[config.mk]
export PLATFORM = sky130hd
export DESIGN_NAME = flash_host
export DESIGN_NICKNAME = d
export VERILOG_FILES = /design/src/flash_host_pkg.sv /design/src/flash_host.sv
export SDC_FILE = /design/constraint.sdc
export NUM_CORES = 1
export LEC_CHECK = 0
export BUFFER_PORTS_ARGS = -buffer_cell sky130_fd_sc_hd__buf_2
export CORE_MARGIN = 5
export CORE_UTILIZATION = 35
export DETAILED_ROUTE_END_ITERATION = 8
export PLACE_DENSITY = 0.54
export SYNTH_ARGS = -nofsm -noshare
export SYNTH_HDL_FRONTEND = slang
export SYNTH_SLANG_ARGS = --single-unit
[constraint.sdc]
create_clock -name MCLK -period 9 [get_ports MCLK]
set_input_delay 2.25 -clock MCLK [delete_from_list [all_inputs] [get_ports MCLK]]
set_output_delay 2.25 -clock MCLK [all_outputs]
set_load 0.01 [all_outputs]
[src/flash_host_pkg.sv]
// Constants shared by the parallel flash host controller.
// Assumes a 100 MHz controller clock and a word-wide flash with 24 address
// bits, driven through its chip, output, write and reset pins.
package flash_host_pkg;

   // ----------------------------------------------------------------------
   // Clock and pin timing (times as printed, cycles derived)
   // ----------------------------------------------------------------------
   localparam int          CLK_NS          = 10;
   localparam int          T_WP_NS         = 35;   // Write strobe low
   localparam int          T_WPH_NS        = 30;   // Write strobe high
   localparam int          T_ACC_NS        = 100;  // Read access
   localparam int          T_DF_NS         = 20;   // Bus release after read
   localparam int          T_RP1_US        = 10;   // Reset pulse, algorithm
   localparam int          T_RP2_NS        = 500;  // Reset pulse, idle
   localparam int          T_RH_NS         = 200;  // Reset high before read
   localparam int          T_READY1_US     = 20;   // Reset recovery, busy
   localparam int          T_READY2_NS     = 500;  // Reset recovery, idle
   localparam int          T_DP_MAX_US     = 20;   // Power-down entry
   localparam int          T_RDP_MAX_US    = 200;  // Power-down release
   localparam int          T_BUF_MAX_US    = 800;  // Buffer program limit
   localparam int          T_ERASE_MAX_MS  = 3500; // Sector erase limit
   localparam int          T_PREPROG_MS    = 3500; // Pre-program allowance

   // Least times round up, waits for a longest time use the exact figure
   localparam logic [31:0] WP_CYC     = 32'((T_WP_NS + CLK_NS - 1) / CLK_NS);
   localparam logic [31:0] WPH_CYC    = 32'((T_WPH_NS + CLK_NS - 1) / CLK_NS);
   localparam logic [31:0] ACC_CYC    = 32'((T_ACC_NS + CLK_NS - 1) / CLK_NS);
   localparam logic [31:0] DF_CYC     = 32'((T_DF_NS + CLK_NS - 1) / CLK_NS);
   localparam logic [31:0] RP1_CYC    = 32'(T_RP1_US * 1000 / CLK_NS);
   localparam logic [31:0] RP2_CYC    = 32'((T_RP2_NS + CLK_NS - 1) / CLK_NS);
   localparam logic [31:0] RH_CYC     = 32'((T_RH_NS + CLK_NS - 1) / CLK_NS);
   localparam logic [31:0] READY1_CYC = 32'(T_READY1_US * 1000 / CLK_NS);
   localparam logic [31:0] READY2_CYC = 32'(T_READY2_NS / CLK_NS);
   localparam logic [31:0] DP_CYC     = 32'(T_DP_MAX_US * 1000 / CLK_NS);
   localparam logic [31:0] RDP_CYC    = 32'(T_RDP_MAX_US * 1000 / CLK_NS);
   localparam logic [31:0] BUF_CYC    = 32'(T_BUF_MAX_US * 1000 / CLK_NS);
   localparam logic [31:0] ERASE_CYC  =
      32'((T_ERASE_MAX_MS + T_PREPROG_MS) * 100000);

   // ----------------------------------------------------------------------
   // Software register map and fields
   // ----------------------------------------------------------------------
   localparam logic [7:0]  REG_CTRL    = 8'h00;
   localparam logic [7:0]  REG_ADDR    = 8'h04;
   localparam logic [7:0]  REG_WDATA   = 8'h08;
   localparam logic [7:0]  REG_STATUS  = 8'h0C;
   localparam logic [7:0]  REG_RDATA   = 8'h10;
   localparam int          CTRL_ACC    = 8;
   localparam int          ST_BUSY     = 0;
   localparam int          ST_DONE     = 1;
   localparam int          ST_FAIL     = 2;
   localparam int          ST_RB       = 3;
   localparam int          ST_ACC      = 4;
   localparam int          SECT_LSB    = 16;   // 64K-word sectors

   // ----------------------------------------------------------------------
   // Flash status bits and command cycles
   // ----------------------------------------------------------------------
   localparam int          BIT_POLL    = 7;    // complement_poll_bit
   localparam int          BIT_TOGGLE  = 6;    // toggle_status_bit
   localparam int          BIT_TLIMIT  = 5;    // time_limit_flag
   localparam logic [23:0] UNLOCK_A1   = 24'h000555;
   localparam logic [23:0] UNLOCK_A2   = 24'h0002AA;
   localparam logic [15:0] UNLOCK_D1   = 16'h00AA;
   localparam logic [15:0] UNLOCK_D2   = 16'h0055;
   localparam logic [15:0] CMD_PROG    = 16'h00A0;
   localparam logic [15:0] CMD_ERASE   = 16'h0080;
   localparam logic [15:0] CMD_SECTOR  = 16'h0030;
   localparam logic [15:0] CMD_DPD     = 16'h00B9;
   localparam logic [15:0] CMD_RDP     = 16'h00AB;

   typedef enum logic [2:0] {
      OP_NONE  = 3'h0,
      OP_READ  = 3'h1,
      OP_PROG  = 3'h2,
      OP_ERASE = 3'h3,
      OP_RESET = 3'h4,
      OP_DPD   = 3'h5,
      OP_RDP   = 3'h6
   } op_t;

   typedef enum logic [3:0] {
      S_IDLE     = 4'h0,
      S_WR_SET   = 4'h1,
      S_WR_LOW   = 4'h3,
      S_WR_HIGH  = 4'h2,
      S_RD_LOW   = 4'h6,
      S_RD_REL   = 4'h7,
      S_EVAL     = 4'h5,
      S_DELAY    = 4'h4,
      S_RST_LOW  = 4'hC,
      S_RST_WAIT = 4'hD,
      S_FINISH   = 4'hF
   } state_t;

endpackage

[src/flash_host.sv]
// Host controller for a parallel flash: command writes, status polling,
// hardware reset and deep power-down, ordered through a register port.
// Assumes the flash pins (ready/busy and data) are asynchronous to MCLK.
`timescale 1ns/1ps
module flash_host
   import flash_host_pkg::*;
#(
   parameter logic [31:0] PROG_LIMIT  = BUF_CYC,
   parameter logic [31:0] ERASE_LIMIT = ERASE_CYC,
   parameter logic [31:0] RELEASE_CYC = RDP_CYC
) (
   input  wire logic        MCLK,
   input  wire logic        RESETN,
   input  wire logic [7:0]  REG_ADDR_IN,
   input  wire logic [31:0] REG_WDATA_IN,
   input  wire logic        REG_WR,
   input  wire logic        REG_RD,
   output logic      [31:0] REG_RDATA_OUT,
   output logic      [23:0] FL_ADDR,
   output logic      [15:0] DQ_O,
   input  wire logic [15:0] DQ_I,
   output logic             DQ_OE_N,
   output logic             CE_N,
   output logic             OE_N,
   output logic             WE_N,
   output logic             RESET_N,
   output logic             ACC,
   input  wire logic        READY_BUSY_N
);

   // ----------------------------------------------------------------------
   // Pin synchronisers
   // ----------------------------------------------------------------------
   logic [15:0] dq_s1, dq_s2;
   logic        rb_s1, rb_s2;

   // Data and ready/busy cross from the flash into MCLK
   always_ff @(posedge MCLK or negedge RESETN) begin
      if (!RESETN) begin
         dq_s1 <= 16'h0000;
         dq_s2 <= 16'h0000;
         rb_s1 <= 1'b1;
         rb_s2 <= 1'b1;
      end else begin
         dq_s1 <= DQ_I;
         dq_s2 <= dq_s1;
         rb_s1 <= READY_BUSY_N;
         rb_s2 <= rb_s1;
      end
   end

   // ----------------------------------------------------------------------
   // Software registers
   // ----------------------------------------------------------------------
   state_t      state;
   op_t         op_r;
   logic [23:0] addr_r;
   logic [15:0] wdata_r;
   logic [15:0] rd_cur, rd_prev;
   logic        done, fail, fail_set;
   logic        start;
   op_t         req_op;

   assign req_op = op_t'(REG_WDATA_IN[2:0]);
   // New operation codes are ignored while an operation is in flight; the ACC bit still updates
   assign start = REG_WR && (REG_ADDR_IN == REG_CTRL) &&
                  (req_op != OP_NONE) && (req_op <= OP_RDP) &&
                  (state == S_IDLE);

   always_ff @(posedge MCLK or negedge RESETN) begin
      if (!RESETN) begin
         addr_r  <= 24'h000000;
         wdata_r <= 16'h0000;
         ACC     <= 1'b0;
      end else if (REG_WR) begin
         if (REG_ADDR_IN == REG_ADDR)
            addr_r <= REG_WDATA_IN[23:0];
         if (REG_ADDR_IN == REG_WDATA)
            wdata_r <= REG_WDATA_IN[15:0];
         if (REG_ADDR_IN == REG_CTRL)
            ACC <= REG_WDATA_IN[CTRL_ACC];
      end
   end

   // Sticky result flags; a start clears them, completion sets done and loads fail with the verdict.
   // Set on the edge that leaves the finish state, so done rises as busy
   // drops and the verdict latched in the evaluation state is not lost.
   always_ff @(posedge MCLK or negedge RESETN) begin
      if (!RESETN) begin
         done <= 1'b0;
         fail <= 1'b0;
      end else if (state == S_FINISH) begin
         done <= 1'b1;
         fail <= fail_set;
      end else if (start) begin
         done <= 1'b0;
         fail <= 1'b0;
      end
   end

   // Read data valid the cycle after the strobe; unmapped reads give zero
   always_ff @(posedge MCLK or negedge RESETN) begin
      if (!RESETN)
         REG_RDATA_OUT <= 32'h00000000;
      else if (REG_RD) begin
         case (REG_ADDR_IN)
            REG_CTRL:   REG_RDATA_OUT <= {23'h0, ACC, 5'h0, op_r};
            REG_ADDR:   REG_RDATA_OUT <= {8'h00, addr_r};
            REG_WDATA:  REG_RDATA_OUT <= {16'h0000, wdata_r};
            REG_STATUS: REG_RDATA_OUT <= {27'h0, ACC, rb_s2, fail, done,
                                          state != S_IDLE};
            REG_RDATA:  REG_RDATA_OUT <= {16'h0000, rd_cur};
            default:    REG_RDATA_OUT <= 32'h00000000;
         endcase
      end
   end

   // ----------------------------------------------------------------------
   // Command sequences
   // ----------------------------------------------------------------------
   logic [2:0]  step;
   logic [2:0]  last_step;
   logic [39:0] cyc;

   // Address and data of each command cycle, packed {addr, data}
   function automatic logic [39:0] seq(op_t o, logic [2:0] s,
                                       logic [23:0] a, logic [15:0] d);
      logic [39:0] r;
      r = {UNLOCK_A1, UNLOCK_D1};
      if (s == 3'd1 || s == 3'd4)
         r = {UNLOCK_A2, UNLOCK_D2};
      else if (o == OP_PROG && s == 3'd2)
         r = {UNLOCK_A1, CMD_PROG};
      else if (o == OP_PROG && s == 3'd3)
         r = {a, d};
      else if (o == OP_ERASE && s == 3'd2)
         r = {UNLOCK_A1, CMD_ERASE};
      else if (o == OP_ERASE && s == 3'd5)
         r = {a, CMD_SECTOR};
      else if (o == OP_DPD)
         r = {UNLOCK_A1, CMD_DPD};
      else if (o == OP_RDP)
         r = {UNLOCK_A1, CMD_RDP};
      return r;
   endfunction

   assign cyc       = seq(op_r, step, addr_r, wdata_r);
   assign last_step = (op_r == OP_PROG) ? 3'd3 :
                      (op_r == OP_ERASE) ? 3'd5 : 3'd0;

   // ----------------------------------------------------------------------
   // Sequencer and pin drive
   // ----------------------------------------------------------------------
   logic [31:0] tmr, target, elapsed, limit, rd_cnt;
   logic        pidx, recheck, hold_long, toggling, timed_out;

   assign toggling  = rd_cur[BIT_TOGGLE] ^ rd_prev[BIT_TOGGLE];
   // Erase budget covers pre-programming as well as the erase proper
   assign limit     = (op_r == OP_ERASE) ? ERASE_LIMIT : PROG_LIMIT;
   assign timed_out = elapsed >= limit;

   // Overall operation time, checked only at a polling verdict
   always_ff @(posedge MCLK or negedge RESETN) begin
      if (!RESETN)
         elapsed <= 32'h00000000;
      else if (start)
         elapsed <= 32'h00000000;
      else if (state != S_IDLE && !timed_out)
         elapsed <= elapsed + 32'h00000001;
   end

   always_ff @(posedge MCLK or negedge RESETN) begin
      if (!RESETN) begin
         state     <= S_IDLE;
         op_r      <= OP_NONE;
         step      <= 3'd0;
         tmr       <= 32'h00000000;
         target    <= 32'h00000000;
         pidx      <= 1'b0;
         recheck   <= 1'b0;
         hold_long <= 1'b0;
         rd_cur    <= 16'h0000;
         rd_prev   <= 16'h0000;
         rd_cnt    <= 32'h00000000;
         fail_set  <= 1'b0;
         FL_ADDR   <= 24'h000000;
         DQ_O      <= 16'h0000;
         DQ_OE_N   <= 1'b1;
         CE_N      <= 1'b1;
         OE_N      <= 1'b1;
         WE_N      <= 1'b1;
         RESET_N   <= 1'b1;
      end else begin
         fail_set <= 1'b0;
         tmr      <= tmr + 32'h00000001;
         case (state)
            S_IDLE: begin
               tmr <= 32'h00000000;
               if (start) begin
                  op_r    <= req_op;
                  step    <= 3'd0;
                  pidx    <= 1'b0;
                  recheck <= 1'b0;
                  rd_cnt  <= 32'h00000000;
                  if (req_op == OP_READ)
                     state <= S_RD_LOW;
                  else if (req_op == OP_RESET) begin
                     // Pulse width depends on whether an algorithm runs
                     hold_long <= !rb_s2;
                     RESET_N   <= 1'b0;
                     state     <= S_RST_LOW;
                  end else
                     state <= S_WR_SET;
               end
            end
            S_WR_SET: begin
               FL_ADDR <= cyc[39:16];
               DQ_O    <= cyc[15:0];
               DQ_OE_N <= 1'b0;
               CE_N    <= 1'b0;
               WE_N    <= 1'b0;
               tmr     <= 32'h00000000;
               state   <= S_WR_LOW;
            end
            S_WR_LOW: if (tmr == WP_CYC - 32'h1) begin
               WE_N  <= 1'b1;
               tmr   <= 32'h00000000;
               state <= S_WR_HIGH;
            end
            S_WR_HIGH: if (tmr == WPH_CYC - 32'h1) begin
               tmr <= 32'h00000000;
               if (step != last_step) begin
                  step  <= step + 3'd1;
                  state <= S_WR_SET;
               end else begin
                  DQ_OE_N <= 1'b1;
                  CE_N    <= 1'b1;
                  if (op_r == OP_DPD) begin
                     target <= DP_CYC;
                     state  <= S_DELAY;
                  end else if (op_r == OP_RDP) begin
                     target <= RELEASE_CYC;
                     state  <= S_DELAY;
                  end else
                     state <= S_RD_LOW;
               end
            end
            S_RD_LOW: begin
               // Poll at the programmed word or inside the erased sector
               FL_ADDR <= addr_r;
               DQ_OE_N <= 1'b1;
               CE_N    <= 1'b0;
               OE_N    <= 1'b0;
               // Two extra cycles cover the data synchroniser
               if (tmr == ACC_CYC + 32'h1) begin
                  rd_prev <= rd_cur;
                  rd_cur  <= dq_s2;
                  rd_cnt  <= rd_cnt + 32'h00000001;
                  CE_N    <= 1'b1;
                  OE_N    <= 1'b1;
                  tmr     <= 32'h00000000;
                  state   <= S_RD_REL;
               end
            end
            S_RD_REL: if (tmr == DF_CYC - 32'h1) begin
               tmr <= 32'h00000000;
               if (op_r == OP_READ)
                  state <= S_FINISH;
               else if (!pidx) begin
                  pidx  <= 1'b1;
                  state <= S_RD_LOW;
               end else
                  state <= S_EVAL;
            end
            S_EVAL: begin
               pidx <= 1'b0;
               tmr  <= 32'h00000000;
               if (!toggling)
                  state <= S_FINISH;
               else if (timed_out) begin
                  fail_set <= 1'b1;
                  state    <= S_FINISH;
               end else if (rd_cur[BIT_TLIMIT]) begin
                  // Both status bits may move together: read once more
                  if (recheck) begin
                     fail_set <= 1'b1;
                     state    <= S_FINISH;
                  end else begin
                     recheck <= 1'b1;
                     state   <= S_RD_LOW;
                  end
               end else
                  state <= S_RD_LOW;
            end
            S_DELAY: if (tmr >= target)
               state <= S_FINISH;
            S_RST_LOW: begin
               if (tmr == (hold_long ? RP1_CYC : RP2_CYC) - 32'h1) begin
                  RESET_N <= 1'b1;
                  state   <= S_RST_WAIT;
               end
            end
            S_RST_WAIT: begin
               // Measured from the reset fall; only the idle case adds the high time before use
               if (rb_s2 && tmr >= (hold_long ? READY1_CYC :
                                    READY2_CYC + RH_CYC))
                  state <= S_FINISH;
            end
            S_FINISH: begin
               state <= S_IDLE;
            end
            default: state <= S_IDLE;
         endcase
      end
   end

   // ----------------------------------------------------------------------
   // Checks
   // ----------------------------------------------------------------------
   logic [31:0] rst_lo;

   // Length of the current reset pulse, for the pulse-width checks
   always_ff @(posedge MCLK or negedge RESETN) begin
      if (!RESETN)
         rst_lo <= 32'h00000000;
      else if (!RESET_N)
         rst_lo <= rst_lo + 32'h00000001;
      else
         rst_lo <= 32'h00000000;
   end
endmodule

# After elaboration in Yosys (flattened, before gate mapping)
# Index checks and enable logic that the tools add are counted.
dict set report classes {
  addsub 4
  n_lt_le_gt_ge 4
  n_eq_ne 48
  mux 74
  n_bitwise 3
  n_reduce_logical 42
}
# cell count
set ops {}
lappend ops {{two-way mux 32 bit} 8}
lappend ops {{two-way mux 40 bit} 5}
lappend ops {{case mux 32 bit (5 select lines)} 1}
lappend ops {{case mux 24 bit (5 select lines)} 1}
lappend ops {{adder 32 x 1 -> 32 bit (second input constant)} 2}
lappend ops {{== test 32 x 2 -> 1 bit (second input constant)} 2}
lappend ops {{two-way mux 4 bit} 15}
lappend ops {{case mux 24 bit (2 select lines)} 1}
lappend ops {{case mux 4 bit (10 select lines)} 1}
lappend ops {{== test 32 x 1 -> 1 bit (second input constant)} 1}
lappend ops {{== test 32 bit} 1}
lappend ops {{== test 32 x 4 -> 1 bit (second input constant)} 1}
lappend ops {{>= comparator 32 x 11 -> 1 bit} 1}
lappend ops {{>= comparator 32 x 30 -> 1 bit} 1}
lappend ops {{>= comparator 32 bit} 1}
lappend ops {{two-way mux 30 bit} 1}
lappend ops {{inequality test 2 bit (second input constant)} 15}
lappend ops {{two-way mux 1 bit} 22}
lappend ops {{two-way mux 3 bit} 6}
lappend ops {{== test 4 x 3 -> 1 bit (second input constant)} 4}
lappend ops {{== test 8 x 4 -> 1 bit (second input constant)} 2}
lappend ops {{AND reduction 4 bit} 4}
lappend ops {{nonzero test 2 bit} 8}
lappend ops {{== test 3 bit (second input constant)} 5}
lappend ops {{33 further kinds} 66}
dict set report totals {
  regBits 287
  output_inout_bits 78
  word_cells 204
}

# Logic depth before layout (Yosys ltp)
# Gate-level depths: netlist of the first run.
dict set report depth {
  depth_word 9
  mapped_depth 12
}

# Worst setup path after synthesis of the first run
# No wires, ideal clock.
dict set report synth_timing {
  path_kind {input to register}
  from {input port REG_ADDR_IN[1]}
  to {register addr_r[10]}
  setup_time_ns 0.125
  arrival_time_ns 4.130
  required_ns 8.875
  setup_slack_ns 4.745
  stages 6
  path_buffers 1
  cell_sequence {or4_1 or3_4 nor3b_4 nand2_4 buf_6 mux2_4}
}
dict set report synth_via {
  elab_chain_len 2
}
# item line
set synth_lines {}
lappend synth_lines {{from (decl)} flash_host.sv:14} ;# input wire logic [7:0] REG_ADDR_IN,
lappend synth_lines {{== test 8 x 3 -> 1 bit} flash_host.sv:76} ;# if (REG_ADDR_IN == REG_ADDR)
lappend synth_lines {{AND reduction 2 bit (no source line)} -}
lappend synth_lines {{to (signal assigned)} flash_host.sv:77} ;# addr_r <= REG_WDATA_IN[23:0];
lappend synth_lines {{to (decl)} flash_host.sv:57} ;# logic [23:0] addr_r;
# Every way passes these cells.
# A chain may end at the register's enable or synchronous reset.

# Worst setup path after layout of the first run
dict set report layout_timing {
  from {input port REG_ADDR_IN[1]}
  to {register addr_r[16]}
}
# Same word-level chain as after synthesis.

==> results of run 1 <==
==> cell usage after synthesis, drive strengths merged (4+ instances only) <==
master | n | area (µm²)
a211oi | 5 | 50.1
a21oi | 50 | 254
a222oi | 10 | 100
a22o | 21 | 184
a22oi | 6 | 45.0
a31oi | 5 | 31.3
and2 | 9 | 56.3
and3 | 14 | 87.6
and4 | 6 | 52.6
buf | 28 | 193
clkbuf | 31 | 116
dfrtp | 237 | 5930
dfstp | 7 | 184
ha | 40 | 500
inv | 47 | 176
mux2 | 58 | 758
mux2i | 7 | 70.1
nand2 | 80 | 313
nand2b | 4 | 25.0
nand3 | 55 | 280
nand4 | 24 | 165
nor2 | 99 | 372
nor2b | 9 | 56.3
nor3 | 19 | 105
nor4 | 15 | 109
o211ai | 11 | 82.6
o21ai | 54 | 270
o22ai | 13 | 81.3
o31ai | 10 | 75.1
or2 | 5 | 33.8
or3 | 16 | 105
or4 | 12 | 90.1
xnor2 | 10 | 87.6
xor2 | 26 | 228
==> worst register-to-register path, stage by stage (launching register included) <==
cell and delay (ps):
dfrtp_1 640, nand3b_1 630, ha_1 560, a211oi_1 240, nor2b_1 80, o31a_1 330, nor3_2 440, nand3_1 620
or4_1 620, a21oi_1 170
==> final cells by class <==
type	instances	area share
Multi-Input combinational cell	741	0.376
Sequential cell	244	0.448
Tap cell	448	0.0411
Inverter	47	0.0129
Clock buffer	44	0.0624
Clock inverter	6	0.00954
Timing Repair Buffer	129	0.0503
==> worst paths after layout <==
path / to / slack (ps) / depth (start not counted)
worst min register to register: dq_s2[4] / 350 / 0
worst max-delay path: addr_r[16] / 4160 / 6
worst min-delay path: dq_s2[4] / 350 / 0
worst max register to register: elapsed[29] / 4610 / 9
max in group asynchronous: dq_s2[12] / 6020 / 2
min in group asynchronous: tmr[11] / 1710 / 1
==> registers in the layout (all words and copies together) (netlist names), 3 cells and up <==
signal,count
DQ_O,16
FL_ADDR,24
REG_RDATA_OUT,24
addr_r,24
dq_s1,16
dq_s2,16
elapsed,32
op_r,3
rd_cur,16
state,4
step,3
target,3
tmr,32
wdata_r,16
==> where the power goes <==
| part | total, W | switching [W] | internal, W |
|---|---|---|---|
| Combinational | 0.000801 | 0.000492 | 0.000309 |
| Sequential | 0.00143 | 0.000178 | 0.00126 |
| Clock | 0.00120 | 0.000446 | 0.000758 |
==> per-layer routing <==
| metal | up-vias | global-route usage | wire (µm) |
|---|---|---|---|
| li1 | 4120 | - | - |
| met1 | 4191 | 0.237 | 14300 |
| met2 | 180 | 0.239 | 13200 |
| met3 | 34 | 0.0280 | 1490 |
| met4 | 4 | 0.0274 | 466 |
| met5 | - | 0 | 21 |
==> through the flow <==
step / setup WS (ps) / utilization
floorplan: 4740 / -
global placement: 3680 / 0.380
detailed placement: 3670 / 0.380
CTS: 4240 / 0.410
global route: 4060 / 0.410
finish: 4160 / 0.410
==> logic make-up (layout without fill, tap and decap cells) <==
kind of cell	after synthesis	in the layout	synth area share
AOI/OAI and AO/OA	211	211	0.120
xor gates and xnor gates	36	36	0.0270
adders and majority gates	40	40	0.0428
buffers and inverters	106	226	0.0415
DFF	244	244	0.523
muxes	68	68	0.0766
other	1	8	0.000321
and+or+nand+nor	378	378	0.168
==> impl_metrics.env, run 1 <==
export IMPL_status="complete, no violations"
export IMPL_cp_startpoint="REG_ADDR_IN[1]"
export IMPL_rr_startpoint="op_r[0]"
export IMPL_fin_setup_tns_ps=0
export IMPL_final_nets=1292
export IMPL_path_clk_slew_ps=60
export IMPL_cts_tree="yes"
export IMPL_grt_ovfl_total=0
export IMPL_dp_cells=1609
export IMPL_via_per_inst=5.14
export IMPL_setup_viol=0
export IMPL_cellLeakagePower_nw=6.40
export IMPL_ys_ff_latch=244
export IMPL_post_drt_wl_per_cell_um=17.8
export IMPL_diodes=0
export IMPL_min_path_type="reg2reg"
export IMPL_clockBufferDepth=3
export IMPL_rows=67
export IMPL_slew_violations=0
export IMPL_crit_required_ps=9410
export IMPL_die_y_um=193
export IMPL_crit_family="simple AND/OR/NAND/NOR gates"
export IMPL_worstSetupEndpointType="flip-flop"
export IMPL_crit_path_start_kind="input pin"
export IMPL_slowest_stage="nor3b_4"
export IMPL_multi_input_area_mm2=0.00512
export IMPL_path_cells="buf_2 -> or4_1 -> or3_4 -> nor3b_4 -> nand2_4 -> mux2_4"
export IMPL_dpl_cell_area_mm2=0.0127
export IMPL_die_w_um=193
export IMPL_async_flop_share=1.00
export IMPL_final_cell_mix="dfrtp_1, buf_2, nor2_1, nand2_1"
export IMPL_synth_edff_count=0
export IMPL_finalHoldViolCount=0
export IMPL_fin_crit_ps=4840
export IMPL_layout_commonest_cell="dfrtp_1"
export IMPL_drtAntennaViolNets=0
export IMPL_clock_sinks=244
export IMPL_regArea_mm2=0.00611
export IMPL_hpwl_um=20800
export IMPL_maxCapViolCount=0
export IMPL_peakVddDrop_v=0.000150
export IMPL_synth_distinct_cells=73
export IMPL_drt_initial_drc_count=665
export IMPL_total_power_w=0.00344
export IMPL_start_util=0.351
export IMPL_worst_path_buf_inv=1
export IMPL_cts_resized=0
export IMPL_powerDensity_mw_per_mm2=252
export IMPL_cts_htree_levels=1
export IMPL_max_freq_ghz=0.207
export IMPL_antenna_found_initial=2
export IMPL_area_delta_synth_final_pct=16.7
export IMPL_critPathKind="in2reg"
export IMPL_track_usage=0.157
export IMPL_grt_pass1_wl_um=47100
export IMPL_portBuffers=122
export IMPL_max_slew_margin_rel=0.254
export IMPL_drt_total_wl_um=29500
export IMPL_synthCells=1084
export IMPL_vias=8529
export IMPL_final_cells=1659
export IMPL_post_cts_repair_setup_buffers=0
export IMPL_cts_root_buf="clkbuf_16"
export IMPL_dieArea_mm2=0.0372
export IMPL_synth_warnings=0
export IMPL_cp_max_fo=24
export IMPL_whs_ps=346
export IMPL_stdcell_area_mm2=0.0136
export IMPL_hp_start="dq_s1[4]"
export IMPL_hold_buffers=0
export IMPL_arrival_ps=5250
export IMPL_syn_area_per_cell_um2=10.8
export IMPL_worst_slew_pin_slew_ps=1110
export IMPL_dr_pass1_iters=5
export IMPL_synth_seq_area_share=0.523
export IMPL_finalCritPeriodShare=0.537
export IMPL_io_pins=139
export IMPL_drc=0
export IMPL_slowest_delay_ps=880
export IMPL_drive_above_1_share=0.215
export IMPL_clkLatencyLatePin_ps=540
export IMPL_rsz0062_at_grt="no"
export IMPL_synth_flop_cell="dfrtp_1"
export IMPL_grt_max_degree=153
export IMPL_grt_pass1_vias=8295
export IMPL_netlist_area_mm2=0.0117
export IMPL_core_area_mm2=0.0333
export IMPL_cts_buffers=28
export IMPL_gp_congestion=0.822
export IMPL_fin_worst_skew_ps=14.8
export IMPL_fillCellCount=3261
Note: power is estimated with default switching activity, not from simulation.
==> inputs of run 2 (changes only) <==
- clock period: 9 -> 4.62 ns (I/O delays scaled with it)
==> impl_metrics.env, run 2 (synthesis results as in run 1) <==
export IMPL_rsz0062_at_grt="no"
export IMPL_fin_worst_skew_ps=26.6
export IMPL_dp_cells=1621
export IMPL_powerDensity_mw_per_mm2=494
export IMPL_vias=8668
export IMPL_cp_max_fo=26
export IMPL_drive_above_1_share=0.225
export IMPL_path_clk_slew_ps=60
export IMPL_drc=0
export IMPL_clkLatencyLatePin_ps=560
export IMPL_r2r_end="elapsed[24]"
export IMPL_worstSetupEndpointType="flip-flop"
export IMPL_whs_endpoint="dq_s2[6]"
export IMPL_pwr_share_clk=0.356
export IMPL_maxCapViolCount=0
export IMPL_track_usage=0.163
export IMPL_diodes=0
export IMPL_grt_pass1_vias=8419
export IMPL_core_area_mm2=0.0333
export IMPL_final_cells=1673
export IMPL_fin_setup_tns_ps=0
export IMPL_clock_sinks=244
export IMPL_area_delta_synth_final_pct=17.8
export IMPL_pwr_share_seq=0.412
export IMPL_max_slew_margin_rel=0.292
export IMPL_drt_total_wl_um=30200
export IMPL_rows=67
export IMPL_cts_tree="yes"
export IMPL_dieArea_mm2=0.0372
export IMPL_cellLeakagePower_nw=6.48
export IMPL_cts_htree_levels=1
export IMPL_via_per_inst=5.18
export IMPL_hold_buffers=0
export IMPL_peakVddDrop_v=0.000283
export IMPL_status="complete, no violations"
export IMPL_gp_congestion=0.846
export IMPL_io_pins=139
export IMPL_antenna_found_initial=2
export IMPL_cts_resized=0
export IMPL_holdPathStages=0
export IMPL_worst_slew_pin_slew_ps=1060
export IMPL_final_cell_mix="dfrtp_1, buf_2, nor2_1, nand2_1"
export IMPL_grt_max_degree=90
export IMPL_regArea_mm2=0.00611
export IMPL_portBuffers=122
export IMPL_rr_startpoint="op_r[1]"
export IMPL_intPower_w=0.00458
export IMPL_start_util=0.351
export IMPL_cts_buffers=28
export IMPL_drt_initial_drc_count=616
export IMPL_hpwl_um=21600
export IMPL_slew_violations=0
export IMPL_post_drt_wl_per_cell_um=18.1
export IMPL_layout_commonest_cell="dfrtp_1"
export IMPL_top_regs="elapsed (32), tmr (32)"
export IMPL_multi_input_area_mm2=0.00512
export IMPL_finalCritPeriodShare=0.794
export IMPL_cts_root_buf="clkbuf_16"
export IMPL_fillCellCount=3260
export IMPL_p_switching_w=0.00223
export IMPL_arrival_ps=4150
export IMPL_comb_power_share=0.232
export IMPL_grt_pass1_wl_um=49000
export IMPL_finalHoldViolCount=0
export IMPL_die_y_um=193
export IMPL_reg2reg_depth=10
export IMPL_fin_crit_ps=3670
export IMPL_post_cts_repair_setup_buffers=0
export IMPL_setup_viol=0
export IMPL_reg2reg_slack_ps=950
export IMPL_min_path_type="reg2reg"
export IMPL_crit_path_start_kind="flip-flop"
export IMPL_clockBufferDepth=3
export IMPL_grt_ovfl_total=0
export IMPL_critPathKind="reg2reg"
export IMPL_dr_pass1_iters=6
export IMPL_swShare=0.328
export IMPL_max_freq_ghz=0.273
export IMPL_final_nets=1304
export IMPL_hp_start="dq_s1[6]"
export IMPL_crit_required_ps=5100
export IMPL_die_w_um=193
export IMPL_drtAntennaViolNets=0
==> run 2: cell types whose count changed in the layout (fill, tap and decap cells not counted) <==
cell       delta
buf_4        +12
clkbuf_8      -3
bufinv_16     +2
clkbuf_1      -2
clkinv_2      +2
clkinv_4      +2
clkbuf_16     -1
clkinv_8      +1
inv_6         +1
==> run 2: through the flow <==
| step | hold WS [ps] | total power (W) | utilization | setup slack [ps] | cell area [µm²] |
|---|---|---|---|---|---|
| after floorplan | 331 | 0.00388 | - | 1460 | 11700 |
| after global placement | 336 | 0.00439 | 0.383 | 874 | 12800 |
| after detailed placement | 340 | 0.00443 | 0.383 | 814 | 12800 |
| after CTS | 353 | 0.00689 | 0.414 | 921 | 13800 |
| after global routing | 363 | 0.00724 | 0.414 | 588 | 13800 |
| final | 352 | 0.00681 | 0.414 | 954 | 13800 |
==> run 2: how the worst max path moves through the flow <==
stage,from,endpoint,cells past startpoint
floorplan,REG_ADDR_IN[1],addr_r[10],6
global placement,REG_ADDR_IN[1],elapsed[6],8
detailed placement,REG_ADDR_IN[1],elapsed[10],8
CTS,op_r[1],elapsed[28],10
global route,op_r[1],elapsed[28],10
finish,op_r[1],elapsed[24],10
==> run 2: layer usage <==
layer  global-route usage  wire (µm)  up-vias
li1                     -          -     4157
met1                0.249      14500     4267
met2                0.245      13500      199
met3               0.0273       1710       41
met4               0.0299        507        4
met5                    0         22        -
==> run 2: layout make-up <==
| cell class | instances | share of cell area |
|---|---|---|
| tap | 448 | 0.0407 |
| clock buffer | 38 | 0.0565 |
| clock inverter | 14 | 0.0176 |
| multi-input combinational | 741 | 0.372 |
| timing repair buffer | 141 | 0.0563 |
| sequential | 244 | 0.444 |
| inverter | 47 | 0.0128 |
==> run 2: power groups by stage <==
stage               Sequential [W]  Combinational (W)  Clock, W
detailed placement         0.00283            0.00160         0
floorplan                  0.00274            0.00114         0
global route               0.00285            0.00182   0.00257
finish                     0.00280            0.00158   0.00242
CTS                        0.00280            0.00161   0.00249
global placement           0.00282            0.00157         0
==> run 2: worst max-delay path, stage by stage (launching register included) <==
cell and delay (ps):
dfrtp_1 500, nand3b_1 180, buf_4 230, inv_1 90, ha_1 290, a21oi_1 140
o21ai_0 110, o311ai_2 610, nand3_2 590, or4_1 670, a21oi_1 160
==> inputs of run 3 (changes only) <==
- clock period: 4.62 -> 3.5 ns (I/O delays scaled with it)
==> impl_metrics.env, run 3 (synthesis results as in run 1) <==
export IMPL_status="complete, no violations"
export IMPL_grt_pass1_wl_um=48600
export IMPL_multi_input_area_mm2=0.00513
export IMPL_slowest_stage="dfrtp_1"
export IMPL_cp_max_fo=9
export IMPL_drtAntennaViolNets=0
export IMPL_start_util=0.351
export IMPL_clockBufferDepth=3
export IMPL_worst_path_buf_inv=2
export IMPL_clkLatencyLatePin_ps=540
export IMPL_drt_total_wl_um=30300
export IMPL_drive_above_1_share=0.232
export IMPL_path_cells="nand3b_1 -> buf_4 -> ha_1 -> a211oi_1 -> nor2b_1 -> o31a_1 -> nor3_4 -> nand3_1 -> buf_4 -> or3_1 -> a21oi_1"
export IMPL_worst_slew_pin_slew_ps=733
export IMPL_drt_initial_drc_count=488
export IMPL_cts_buffers=28
export IMPL_peakVddDrop_v=0.000352
export IMPL_layout_commonest_cell="dfrtp_1"
export IMPL_clock_sinks=244
export IMPL_core_area_mm2=0.0333
export IMPL_area_delta_synth_final_pct=18.5
export IMPL_powerDensity_mw_per_mm2=645
export IMPL_top_regs="elapsed (32), tmr (32)"
export IMPL_post_drt_wl_per_cell_um=18.0
export IMPL_diodes=0
export IMPL_critical_path_most_common_cell="buf_4"
export IMPL_worstSetupEndpointType="flip-flop"
export IMPL_stdcell_area_mm2=0.0139
export IMPL_track_usage=0.162
export IMPL_grt_ovfl_total=0
export IMPL_cts_htree_levels=1
export IMPL_slowest_delay_ps=370
export IMPL_cts_tree="yes"
export IMPL_drc=0
export IMPL_io_pins=139
export IMPL_arrival_ps=3600
export IMPL_fin_setup_tns_ps=0
export IMPL_maxCapViolCount=0
export IMPL_grt_max_degree=74
export IMPL_hold_buffers=0
export IMPL_wl_met2_um=13800
export IMPL_setup_viol=0
export IMPL_vias=8672
export IMPL_slew_violations=0
export IMPL_cellLeakagePower_nw=6.53
export IMPL_final_nets=1317
export IMPL_fin_worst_skew_ps=14.8
export IMPL_dieArea_mm2=0.0372
export IMPL_fillCellCount=3281
export IMPL_crit_path_start_kind="flip-flop"
export IMPL_dpl_cell_area_mm2=0.0129
export IMPL_max_freq_ghz=0.319
export IMPL_post_cts_repair_setup_buffers=0
export IMPL_fin_crit_ps=3140
export IMPL_rows=67
export IMPL_via_per_inst=5.15
export IMPL_grt_pass1_vias=8738
export IMPL_final_cell_mix="dfrtp_1, buf_2, nor2_1, nand2_1"
export IMPL_crit_required_ps=3970
export IMPL_dr_pass1_iters=5
export IMPL_maxUsedRoutingLayer="met5"
export IMPL_finalHoldViolCount=0
export IMPL_path_clk_slew_ps=60
export IMPL_crit_family="simple AND/OR/NAND/NOR gates"
export IMPL_max_slew_margin_rel=0.510
export IMPL_rsz0062_at_grt="no"
export IMPL_cts_root_buf="clkbuf_16"
export IMPL_regArea_mm2=0.00611
export IMPL_die_y_um=193
export IMPL_gp_congestion=0.858
export IMPL_die_w_um=193
export IMPL_hpwl_um=21800
export IMPL_critPathKind="reg2reg"
export IMPL_route_met3_wl_um=1480
export IMPL_wl_met1_um=14400
export IMPL_antenna_found_initial=2
export IMPL_portBuffers=122
export IMPL_finalCritPeriodShare=0.896
export IMPL_min_path_type="in2async"
run 3: power by group:
| part | leakage, nW | switching (W) | internal [W] | total (W) |
|---|---|---|---|---|
| combinational | 2.95 | 0.00129 | 0.000832 | 0.00212 |
| sequential | 3.10 | 0.000466 | 0.00323 | 0.00370 |
| clock | 0.481 | 0.00117 | 0.00194 | 0.00311 |
run 3: per-layer routing:
| layer | vias up | track usage |
|---|---|---|
| met5 | - | 0 |
| met4 | 4 | 0.0313 |
| met3 | 40 | 0.0257 |
| met2 | 179 | 0.251 |
| met1 | 4270 | 0.240 |
| li1 | 4179 | - |
run 3: worst paths after layout:
| check | from | endpoint | slack, ps | cells after the start |
|---|---|---|---|---|
| worst min register to register | dq_s1[2] | dq_s2[2] | 340 | 0 |
| worst max register to register | op_r[2] | elapsed[23] | 360 | 11 |
| min in group MCLK | dq_s1[2] | dq_s2[2] | 340 | 0 |
| worst min-delay path | RESETN | tmr[11] | 310 | 1 |
| max in group asynchronous | RESETN | CE_N | 2390 | 2 |
| worst max-delay path | op_r[2] | elapsed[23] | 360 | 11 |
run 3: layout make-up:
type / count / area share
clock buffers: 39 / 0.0572
clock inverters: 12 / 0.0135
inverters: 47 / 0.0127
multi-input cells: 741 / 0.370
flip-flops and latches: 244 / 0.441
well taps: 448 / 0.0404
repair buffers: 154 / 0.0648
run 3: repair_timing:
item,in CTS,in global routing
setup endpoints to repair,0,8
hold endpoints to repair,0,0
gates resized for setup,0,1
run 3: per-stage QoR:
stage | instances | power [W] | util | worst slack (ps) | hold WS, ps
after floorplan | 1091 | 0.00512 | - | 409 | 331
after global placement | 1634 | 0.00582 | 0.387 | 192 | 336
after detailed placement | 1634 | 0.00587 | 0.387 | 161 | 335
after CTS | 1685 | 0.00903 | 0.416 | 205 | 337
after global routing | 1685 | 0.00947 | 0.417 | 73.7 | 347
final | 1685 | 0.00893 | 0.417 | 364 | 312
